## src/pkg/acc_consts.vh

```
// register map, field positions, reset values and counts for the converter control block
`ifndef ACC_CONSTS_VH
`define ACC_CONSTS_VH

// ------------------------------------------------------------
// register byte addresses
// ------------------------------------------------------------
`define ACC_ADDR_SC1 12'h000
`define ACC_ADDR_SC2 12'h004
`define ACC_ADDR_RH 12'h008
`define ACC_ADDR_RL 12'h00c
`define ACC_ADDR_CVH 12'h010
`define ACC_ADDR_CVL 12'h014
`define ACC_ADDR_CFG 12'h018
`define ACC_ADDR_W 12

// ------------------------------------------------------------
// status/control one fields
// ------------------------------------------------------------
`define ACC_SC1_DONE 7
`define ACC_SC1_AIEN 6
`define ACC_SC1_CONT 5
`define ACC_CH_OFF 5'h1f
`define ACC_SC1_RESET 8'h1f

// ------------------------------------------------------------
// status/control two fields
// ------------------------------------------------------------
`define ACC_SC2_ACT 7
`define ACC_SC2_TRG 6
`define ACC_SC2_CFE 5
`define ACC_SC2_CGT 4
`define ACC_SC2_RESET 8'h00

// ------------------------------------------------------------
// configuration fields
// ------------------------------------------------------------
`define ACC_CFG_LPC 7
`define ACC_CFG_DIV_HI 6
`define ACC_CFG_DIV_LO 5
`define ACC_CFG_LSMP 4
`define ACC_CFG_MODE_HI 3
`define ACC_CFG_MODE_LO 2
`define ACC_CFG_CLK_HI 1
`define ACC_CFG_CLK_LO 0
`define ACC_CFG_RESET 8'h00

// ------------------------------------------------------------
// encodings
// ------------------------------------------------------------
`define ACC_MODE_8 2'h0
`define ACC_MODE_12 2'h1
`define ACC_MODE_10 2'h2
`define ACC_ICLK_BUS 2'h0
`define ACC_ICLK_BUS2 2'h1
`define ACC_ICLK_ALT 2'h2
`define ACC_ICLK_ASYNC 2'h3

// ------------------------------------------------------------
// internal asynchronous clock: one tick per this many bus cycles
// ------------------------------------------------------------
`define ACC_ASYNC_DIV 4'h5

// ------------------------------------------------------------
// bus responses
// ------------------------------------------------------------
`define ACC_RESP_OKAY 2'h0
`define ACC_RESP_SLVERR 2'h2

`endif

```

## src/rtl/acc_adc_ctrl.v

```verilog
// converter control: registers, triggers, clock divide, rounding, compare and result interlock
//
// The register offsets and the AXI4-Lite register port were left to the implementer.
`timescale 1ns/1ps
`include "acc_consts.vh"

// Notes on behaviour
// - active flag set on start, cleared end/abort
// - trigger select: software write or hardware input
// - compare enable bit turns compare on
// - bit four picks less-than or greater-equal
// - high result bits cleared per resolution mode
// - results kept when compare condition fails
// - compare hit stores result minus compare value
// - high read locks results until low read
// - eight-bit mode has no read interlock
// - low result holds low eight bits
// - high compare bits used per mode
// - low compare bits always compared
// - configuration bit seven selects low power
// - divider of one, two, four, eight
// - bit four selects long sample time
// - mode field picks 8, 12, 10 bits
// - input clock from four sources
// - complete flag set per compare, cleared by access
// - control one write aborts, then maybe starts
// - results rounded to 10 or 8 bits
module acc_adc_ctrl (
  input wire clk_i,
  input wire arst_n_i,
  // axi4-lite slave
  input wire [11:0] s_axi_awaddr_i,
  input wire s_axi_awvalid_i,
  output reg s_axi_awready_o,
  input wire [31:0] s_axi_wdata_i,
  input wire [3:0] s_axi_wstrb_i,
  input wire s_axi_wvalid_i,
  output reg s_axi_wready_o,
  output reg [1:0] s_axi_bresp_o,
  output reg s_axi_bvalid_o,
  input wire s_axi_bready_i,
  input wire [11:0] s_axi_araddr_i,
  input wire s_axi_arvalid_i,
  output reg s_axi_arready_o,
  output reg [31:0] s_axi_rdata_o,
  output reg [1:0] s_axi_rresp_o,
  output reg s_axi_rvalid_o,
  input wire s_axi_rready_i,
  // pins
  input wire hw_trigger_input_i,
  input wire alternate_clock_i,
  // analog converter side, same clock domain
  input wire conv_done_i,
  input wire [11:0] conv_data_i,
  output reg conv_start_o,
  output reg conv_abort_o,
  output reg converter_clock_en_o,
  output reg [4:0] channel_select_o,
  output reg low_power_config_o,
  output reg long_sample_select_o,
  output reg [1:0] mode_o
);

  // ------------------------------------------------------------
  // register state
  // ------------------------------------------------------------
  reg [7:0] sc1_reg; // complete, irq enable, continuous, channel
  reg [7:0] sc2_reg; // register image: trigger, compare enable, ge select; active kept apart
  reg active_reg; // conversion in progress
  reg [7:0] cvh_reg; // compare high
  reg [7:0] cvl_reg; // compare low
  reg [7:0] cfg_reg; // configuration
  reg [7:0] rh_reg; // result high
  reg [7:0] rl_reg; // result low
  reg lock_reg; // high read seen, waiting for low read

  // ------------------------------------------------------------
  // bus slave state
  // ------------------------------------------------------------
  reg aw_held_reg; // write address taken
  reg w_held_reg; // write data taken
  reg [11:0] waddr_reg;
  reg [7:0] wdata_reg;
  reg wlane_reg; // low byte lane enabled

  // ------------------------------------------------------------
  // synchronisers and dividers
  // ------------------------------------------------------------
  reg hwt_meta_reg;
  reg hwt_sync_reg;
  reg hwt_prev_reg;
  reg alt_meta_reg;
  reg alt_sync_reg;
  reg alt_prev_reg;
  reg half_reg; // bus clock divided by two
  reg [3:0] ack_cnt_reg; // internal async clock stand-in
  reg [2:0] div_cnt_reg; // ratio counter

  // ------------------------------------------------------------
  // decoded fields
  // ------------------------------------------------------------
  wire [1:0] mode = cfg_reg[`ACC_CFG_MODE_HI:`ACC_CFG_MODE_LO];
  wire [1:0] iclk = cfg_reg[`ACC_CFG_CLK_HI:`ACC_CFG_CLK_LO];
  wire [1:0] div_sel = cfg_reg[`ACC_CFG_DIV_HI:`ACC_CFG_DIV_LO];
  wire hw_trig_sel = sc2_reg[`ACC_SC2_TRG];
  wire cmp_en = sc2_reg[`ACC_SC2_CFE];
  wire cmp_ge = sc2_reg[`ACC_SC2_CGT];
  wire ch_off = (sc1_reg[4:0] == `ACC_CH_OFF);
  wire is_8bit = (mode == `ACC_MODE_8);

  // ------------------------------------------------------------
  // bus handshakes
  // ------------------------------------------------------------
  wire aw_hs = s_axi_awvalid_i & s_axi_awready_o;
  wire w_hs = s_axi_wvalid_i & s_axi_wready_o;
  wire ar_hs = s_axi_arvalid_i & s_axi_arready_o;
  // write fires in the cycle both halves are held, while no response is pending
  wire wr_fire = aw_held_reg & w_held_reg & ~s_axi_bvalid_o;
  wire wr_map = (waddr_reg[1:0] == 2'h0) & (waddr_reg <= `ACC_ADDR_CFG); // seven aligned words
  wire wr_ok = wr_fire & wlane_reg;
  wire sc1_wr = wr_ok & (waddr_reg == `ACC_ADDR_SC1);
  wire rh_rd = ar_hs & (s_axi_araddr_i == `ACC_ADDR_RH);
  wire rl_rd = ar_hs & (s_axi_araddr_i == `ACC_ADDR_RL);

  // ------------------------------------------------------------
  // rounding and compare datapath
  // ------------------------------------------------------------
  reg [10:0] sum10; // raw rounded to ten bits, with carry
  reg [8:0] sum8; // raw rounded to eight bits, with carry
  reg [11:0] res; // rounded result, zero above N
  reg [11:0] cv; // compare value, zero above N
  reg [11:0] diff; // result minus compare value
  reg [11:0] stored; // value written on update
  reg cond; // compare condition true

  // round, mask and compare according to mode
  always @*
  begin
    sum10 = {1'b0, conv_data_i[11:2]} + {10'h000, conv_data_i[1]};
    sum8 = {1'b0, conv_data_i[11:4]} + {8'h00, conv_data_i[3]};
    case (mode)
      `ACC_MODE_8:
      begin
        // saturate so a full-scale round does not wrap to zero
        res = {4'h0, sum8[8] ? 8'hff : sum8[7:0]};
        cv = {4'h0, cvl_reg};
      end
      `ACC_MODE_10:
      begin
        res = {2'h0, sum10[10] ? 10'h3ff : sum10[9:0]};
        cv = {2'h0, cvh_reg[1:0], cvl_reg};
      end
      default:
      begin
        // twelve bit, reserved code behaves the same
        res = conv_data_i;
        cv = {cvh_reg[3:0], cvl_reg};
      end
    endcase
    diff = res - cv;
    if (is_8bit)
      diff = {4'h0, diff[7:0]};
    else if (mode == `ACC_MODE_10)
      diff = {2'h0, diff[9:0]};
    cond = cmp_ge ? (res >= cv) : (res < cv);
    stored = cmp_en ? diff : res;
  end

  // completion that passes compare (or compare off)
  wire done = conv_done_i & active_reg;
  wire cmp_pass = ~cmp_en | cond;
  // interlock only outside eight-bit mode
  wire blocked = lock_reg & ~is_8bit;
  wire upd = done & cmp_pass & ~blocked;

  // hardware trigger rising edge after synchroniser
  wire hwt_edge = hwt_sync_reg & ~hwt_prev_reg;
  wire hw_start = hw_trig_sel & hwt_edge & ~active_reg & ~ch_off;
  wire sw_start = sc1_wr & ~hw_trig_sel & (wdata_reg[4:0] != `ACC_CH_OFF);
  // continuous mode re-arms on completion
  wire cont_start = done & sc1_reg[`ACC_SC1_CONT] & ~ch_off;

  // ------------------------------------------------------------
  // converter clock source pick and divide
  // ------------------------------------------------------------
  reg src_tick;
  always @*
  begin
    case (iclk)
      `ACC_ICLK_BUS: src_tick = 1'b1;
      `ACC_ICLK_BUS2: src_tick = half_reg;
      `ACC_ICLK_ALT: src_tick = alt_sync_reg & ~alt_prev_reg;
      default: src_tick = (ack_cnt_reg == 4'h0);
    endcase
  end
  // ratio mask: 0, 1, 3, 7 for divide by 1, 2, 4, 8
  wire [2:0] div_mask = (3'h1 << div_sel) - 3'h1;
  wire ck_tick = src_tick & ((div_cnt_reg & div_mask) == div_mask);

  // ------------------------------------------------------------
  // synchronisers and divider counters
  // ------------------------------------------------------------
  always @(posedge clk_i or negedge arst_n_i)
  begin
    if (!arst_n_i)
    begin
      hwt_meta_reg <= 1'b0;
      hwt_sync_reg <= 1'b0;
      hwt_prev_reg <= 1'b0;
      alt_meta_reg <= 1'b0;
      alt_sync_reg <= 1'b0;
      alt_prev_reg <= 1'b0;
      half_reg <= 1'b0;
      ack_cnt_reg <= 4'h0;
      div_cnt_reg <= 3'h0;
      converter_clock_en_o <= 1'b0;
    end
    else
    begin
      // pins pass two flops before any logic
      hwt_meta_reg <= hw_trigger_input_i;
      hwt_sync_reg <= hwt_meta_reg;
      hwt_prev_reg <= hwt_sync_reg;
      alt_meta_reg <= alternate_clock_i;
      alt_sync_reg <= alt_meta_reg;
      alt_prev_reg <= alt_sync_reg;
      half_reg <= ~half_reg;
      // async clock modelled as a free bus-clock divider
      ack_cnt_reg <= (ack_cnt_reg == `ACC_ASYNC_DIV - 4'h1) ? 4'h0 : ack_cnt_reg + 4'h1;
      if (src_tick)
        div_cnt_reg <= div_cnt_reg + 3'h1;
      converter_clock_en_o <= ck_tick;
    end
  end

  // ------------------------------------------------------------
  // axi write channel
  // ------------------------------------------------------------
  always @(posedge clk_i or negedge arst_n_i)
  begin
    if (!arst_n_i)
    begin
      s_axi_awready_o <= 1'b1;
      s_axi_wready_o <= 1'b1;
      s_axi_bvalid_o <= 1'b0;
      s_axi_bresp_o <= `ACC_RESP_OKAY;
      aw_held_reg <= 1'b0;
      w_held_reg <= 1'b0;
      waddr_reg <= 12'h000;
      wdata_reg <= 8'h00;
      wlane_reg <= 1'b0;
    end
    else
    begin
      // address and data are taken in either order
      if (aw_hs)
      begin
        aw_held_reg <= 1'b1;
        waddr_reg <= s_axi_awaddr_i;
        s_axi_awready_o <= 1'b0;
      end
      if (w_hs)
      begin
        w_held_reg <= 1'b1;
        wdata_reg <= s_axi_wdata_i[7:0];
        wlane_reg <= s_axi_wstrb_i[0];
        s_axi_wready_o <= 1'b0;
      end
      if (wr_fire)
      begin
        aw_held_reg <= 1'b0;
        w_held_reg <= 1'b0;
        s_axi_bvalid_o <= 1'b1;
        s_axi_bresp_o <= wr_map ? `ACC_RESP_OKAY : `ACC_RESP_SLVERR;
      end
      // re-open both channels only after the response is taken
      if (s_axi_bvalid_o && s_axi_bready_i)
      begin
        s_axi_bvalid_o <= 1'b0;
        s_axi_awready_o <= 1'b1;
        s_axi_wready_o <= 1'b1;
      end
    end
  end

  // ------------------------------------------------------------
  // axi read channel, side effects at address acceptance
  // ------------------------------------------------------------
  always @(posedge clk_i or negedge arst_n_i)
  begin
    if (!arst_n_i)
    begin
      s_axi_arready_o <= 1'b1;
      s_axi_rvalid_o <= 1'b0;
      s_axi_rdata_o <= 32'h0000_0000;
      s_axi_rresp_o <= `ACC_RESP_OKAY;
    end
    else
    begin
      if (ar_hs)
      begin
        s_axi_arready_o <= 1'b0;
        s_axi_rvalid_o <= 1'b1;
        s_axi_rresp_o <= `ACC_RESP_OKAY;
        case (s_axi_araddr_i)
          `ACC_ADDR_SC1: s_axi_rdata_o <= {24'h00_0000, sc1_reg};
          `ACC_ADDR_SC2: s_axi_rdata_o <= {24'h00_0000, active_reg, sc2_reg[6:0]};
          // upper result bits read as zero for the current mode, stale or not
          `ACC_ADDR_RH: s_axi_rdata_o <= {24'h00_0000, 4'h0, rh_reg[3:2] & {2{mode[0]}}, rh_reg[1:0] & {2{~is_8bit}}};
          `ACC_ADDR_RL: s_axi_rdata_o <= {24'h00_0000, rl_reg};
          `ACC_ADDR_CVH: s_axi_rdata_o <= {24'h00_0000, cvh_reg};
          `ACC_ADDR_CVL: s_axi_rdata_o <= {24'h00_0000, cvl_reg};
          `ACC_ADDR_CFG: s_axi_rdata_o <= {24'h00_0000, cfg_reg};
          default:
          begin
            // unmapped: zero data, slave error
            s_axi_rdata_o <= 32'h0000_0000;
            s_axi_rresp_o <= `ACC_RESP_SLVERR;
          end
        endcase
      end
      else if (s_axi_rvalid_o && s_axi_rready_i)
      begin
        s_axi_rvalid_o <= 1'b0;
        s_axi_arready_o <= 1'b1;
      end
    end
  end

  // ------------------------------------------------------------
  // control registers, conversion sequencing and results
  // ------------------------------------------------------------
  always @(posedge clk_i or negedge arst_n_i)
  begin
    if (!arst_n_i)
    begin
      sc1_reg <= `ACC_SC1_RESET;
      sc2_reg <= `ACC_SC2_RESET;
      active_reg <= 1'b0;
      cvh_reg <= 8'h00;
      cvl_reg <= 8'h00;
      cfg_reg <= `ACC_CFG_RESET;
      rh_reg <= 8'h00;
      rl_reg <= 8'h00;
      lock_reg <= 1'b0;
      conv_start_o <= 1'b0;
      conv_abort_o <= 1'b0;
      channel_select_o <= `ACC_CH_OFF;
      low_power_config_o <= 1'b0;
      long_sample_select_o <= 1'b0;
      mode_o <= `ACC_MODE_8;
    end
    else
    begin
      conv_start_o <= sw_start | (~sc1_wr & (hw_start | cont_start));
      conv_abort_o <= sc1_wr & active_reg;
      channel_select_o <= sc1_reg[4:0]; // analog-side copies lag one cycle
      low_power_config_o <= cfg_reg[`ACC_CFG_LPC];
      long_sample_select_o <= cfg_reg[`ACC_CFG_LSMP];
      mode_o <= mode;
      // plain writable registers; results, active flag are read-only
      if (wr_ok && waddr_reg == `ACC_ADDR_SC2)
        sc2_reg <= {1'b0, wdata_reg[`ACC_SC2_TRG:`ACC_SC2_CGT], 4'h0};
      if (wr_ok && waddr_reg == `ACC_ADDR_CVH)
        cvh_reg <= wdata_reg;
      if (wr_ok && waddr_reg == `ACC_ADDR_CVL)
        cvl_reg <= wdata_reg;
      // mode changes leave stale results for software to ignore
      if (wr_ok && waddr_reg == `ACC_ADDR_CFG)
        cfg_reg <= wdata_reg;
      // control one write: new fields, complete flag cleared
      if (sc1_wr)
        sc1_reg <= {1'b0, wdata_reg[6:0]};
      else if (rl_rd)
        sc1_reg[`ACC_SC1_DONE] <= 1'b0;
      // completion set wins over either clear
      if (done && cmp_pass)
        sc1_reg[`ACC_SC1_DONE] <= 1'b1;
      // active flag: abort and restart on control one write
      if (sc1_wr)
        active_reg <= sw_start;
      else if (done)
        active_reg <= cont_start;
      else if (hw_start)
        active_reg <= 1'b1;
      // result transfer
      if (upd)
      begin
        rh_reg <= {4'h0, stored[11:8]};
        rl_reg <= stored[7:0];
      end
      // interlock: low read releases, later high read re-arms
      if (rl_rd)
        lock_reg <= 1'b0;
      else if (rh_rd && !is_8bit)
        lock_reg <= 1'b1;
    end
  end

endmodule

```

## config.mk

```make
export PLATFORM = sky130hd
export DESIGN_NAME = acc_adc_ctrl
export DESIGN_NICKNAME = d
export VERILOG_FILES = /design/src/rtl/acc_adc_ctrl.v
export VERILOG_INCLUDE_DIRS = /design/src /design/src/pkg
export SDC_FILE = /design/constraint.sdc
export NUM_CORES = 1
export LEC_CHECK = 0
export BUFFER_PORTS_ARGS = -buffer_cell sky130_fd_sc_hd__buf_2
export CORE_AREA = 2 2 82 163
export CTS_CLUSTER_SIZE = 30
export DETAILED_ROUTE_END_ITERATION = 10
export DIE_AREA = 0 0 84 165
export GPL_TIMING_DRIVEN = 0
export HOLD_SLACK_MARGIN = 0.02
export PLACE_DENSITY = 0.73
export SYNTH_ARGS = -nofsm -noshare
export SYNTH_HDL_FRONTEND = slang
export SYNTH_SLANG_ARGS = --single-unit
```

## constraint.sdc

```tcl
create_clock -name clk_i -period 5.8 [get_ports clk_i]
set_input_delay 0 -clock clk_i [delete_from_list [all_inputs] [get_ports clk_i]]
set_output_delay 0 -clock clk_i [all_outputs]
set_load 0.05 [all_outputs]
```

==> metrics.txt <==
status finished, final reports clean; Synth Area in Simple Gates 12.55%; Total Power 2.574 mW; Crit. End Element flop; share of layout cells above drive strength 1 28.96%; PortBufs 78; Max-Cap Viols 0; Layout Nets 859; post-CTS setup buffers 0; first-pass GRT wire length 29960 um; Place WS 1341 ps; WHS 57.61 ps; routed via count 5223; commonest non-fill, non-tap cell in the layout dfrtp_1; DR vias/cell 5.677; DR iter-0 viols 295; setup TNS 0 ps; Post-Synthesis Cells 601; hpwl dp 14430 um; DRC 0; Final Max Tran Viols 0; DIE AREA 13860 um^2; Seq pwr share 39.8%; Syn Area/Cell 10.29 um^2; latest clock arrival within the worst-skew pair 420 ps; HP Class input pin to flop; Final Util 62.44%; worst setup margin 1426 ps; Diodes inserted 0; final hold vios 0; period utilization 75.41%; Synth Area in Compound Gates 14.02%; Netlist Area Pre-Place 6183 um^2; number of H-tree levels 4; synth unique cells 65; GP Congestion 0.9604; critical path data required time 6090 ps; vias in the first global route 5598; total gr overflow 0; WL/cell 21.06 um; Clock Path Buffers 2; internal power 1.805 mW; Logic pwr share 17.9%; total global-route track usage 28.93%; Initial Util 49.25%; Post-synth EDFFs 0; CP arrival 4670 ps; Net Sw Frac 29.85%; Worst Skew 5.972 ps; VDD IR-drop max 0.0004290 V; Top Ports 135; clock buffer count from CTS 17; Core ar. 12550 um^2; ys async rst share 100.0%; DRT antenna net count 0; Clock transition at path regs 50 ps; Net Switching 768.3 uW; final WL 19380 um; RSZ-0062 raised after global routing false; YS warnings 0; pin count of the biggest net entering global routing 77; TritonCTS Sinks 113; critical-path maximum fanout 10; Setup CP Type flop to flop; initial antenna violation count 0; post-synthesis register bit count 113; Die Wd 84 um; # rows 58; startpoint types flop; Final Setup Violations 0; largest family of logic cells by synthesized area multiplexers; max FFs per register 12; Pre-Repair DR Iteration Count 4; adder-cell share of the synthesized area 4.168%; worst rel slew slack 53.19%; most frequent cells in the layout dfrtp_1 (100), buf_2 (80), mux2_2 (63), nand2_1 (57), o21ai_0 (36); CTS tree yes; measured slew at the worst slew-check pin 694.8 ps; Die H 165 um; fmax 0.2286 GHz; Lkg Pwr 3.658 nW; Clk pwr share 42.2%; Seq/Total Area, Yosys 45.99%; Synth Area in XOR/XNOR 1.983%; multiplexer area fraction after synthesis 14.43%; min cycle time layout 4374 ps; Area Overhead vs Synth 26.77%; Power per Cell Area 328.3 nW/um^2; root buf cell clkbuf_16; Main synth FF type dfrtp_1
==> Yosys cell counts, drive strengths merged, types with 4 or more instances <==
cell,instances,area share [%]
dfrtp,100,40
mux2,63,11
nand2,57,3.5
o21ai,36,2.9
buf,32,3.6
inv,31,1.9
a21oi,30,2.4
nor2,25,1.5
clkbuf,20,1.2
ha,19,3.8
mux2i,16,2.6
nand3,15,1.2
dfstp,13,5.5
nor3,13,1.1
a22o,11,1.6
a31oi,11,1.1
xor2,8,1.1
nand4,7,0.71
a211oi,6,0.73
a221oi,6,0.85
nor2b,6,0.61
xnor2,6,0.85
and3,5,0.51
nand2b,5,0.51
or3,5,0.51
nor4,4,0.40
==> worst max-delay path: stages, from the launching register on <==
cell	delay, ps
dfrtp_1	370
clkbuf_1	270
nor2_1	280
o21ai_0	320
o32ai_1	350
a31oi_1	110
ha_1	320
clkbuf_1	270
a21oi_1	150
o21ai_0	480
nand2b_1	150
a211oi_1	400
and3b_1	270
buf_2	220
mux2_2	310
==> cell type report <==
class / count / area [um^2]
multi-input combinational: 429 / 3013
tap: 150 / 187.7
buffer: 52 / 300.3
clock buffer: 20 / 466.7
timing repair buffer: 112 / 750.7
fill: 1032 / 4716
sequential: 113 / 2844
clock inverter: 12 / 156.4
inverter: 32 / 120.1
==> timing repair <==
item	in CTS	in global routing
gates resized for setup	0	0
endpoints found under the setup margin	0	0
endpoints found under the hold margin	68	0
hold buffers	33	0
==> metal layers <==
metal	track usage, %	vias to the layer above	part of all wire (%)
li1	-	2428	-
met1	26.75	2511	32
met2	56.04	207	58
met3	4.048	77	3.4
met4	21.26	0	7.1
met5	0	-	0
==> cell families (layout without fill, tap and decap cells) <==
logic type | Yosys count | after routing
XOR/XNOR | 14 | 14
other | 1 | 26
flip-flops | 113 | 113
AO/OA/AOI/OAI | 133 | 133
AND/OR/NAND/NOR | 156 | 156
multiplexers | 80 | 80
buffers and inverters | 84 | 228
adder cells (fa/ha/maj) | 20 | 20
==> through the flow <==
stage,instance area (um^2),cells
6_report,7839,920
5_1_grt,7839,920
4_1_cts,7839,920
3_5_place_dp,6885,855
3_3_place_gp,6855,854
2_1_floorplan,6277,626
==> power groups by stage <==
stage	Combinational, mW	Sequential (mW)	Clock (mW)
floorplan	0.264	1.04	0
global placement	0.408	1.02	0
detailed placement	0.428	1.03	0
CTS	0.454	1.02	1.09
global route	0.497	1.04	1.14
finish	0.462	1.02	1.09
==> path summary, 6_finish.rpt <==
kind                                                 endpoint                   start  slack [ps]  cells past startpoint
worst max register to register          rl_reg[0]$_DFFE_PN0P_  cfg_reg[2]$_DFFE_PN0P_        1430                     14
min in group asynchronous          div_cnt_reg[1]$_DFFE_PN0P_                arst_n_i          90                      2
worst min-delay path                    rh_reg[2]$_DFFE_PN0P_         conv_data_i[10]          60                      3
worst max-delay path                    rl_reg[0]$_DFFE_PN0P_  cfg_reg[2]$_DFFE_PN0P_        1430                     14
worst min register to register         hwt_sync_reg$_DFF_PN0_  hwt_meta_reg$_DFF_PN0_         350                      0
max in group asynchronous       channel_select_o[1]$_DFF_PN1_                arst_n_i        4930                      3
(Power assumes the default switching activity.)
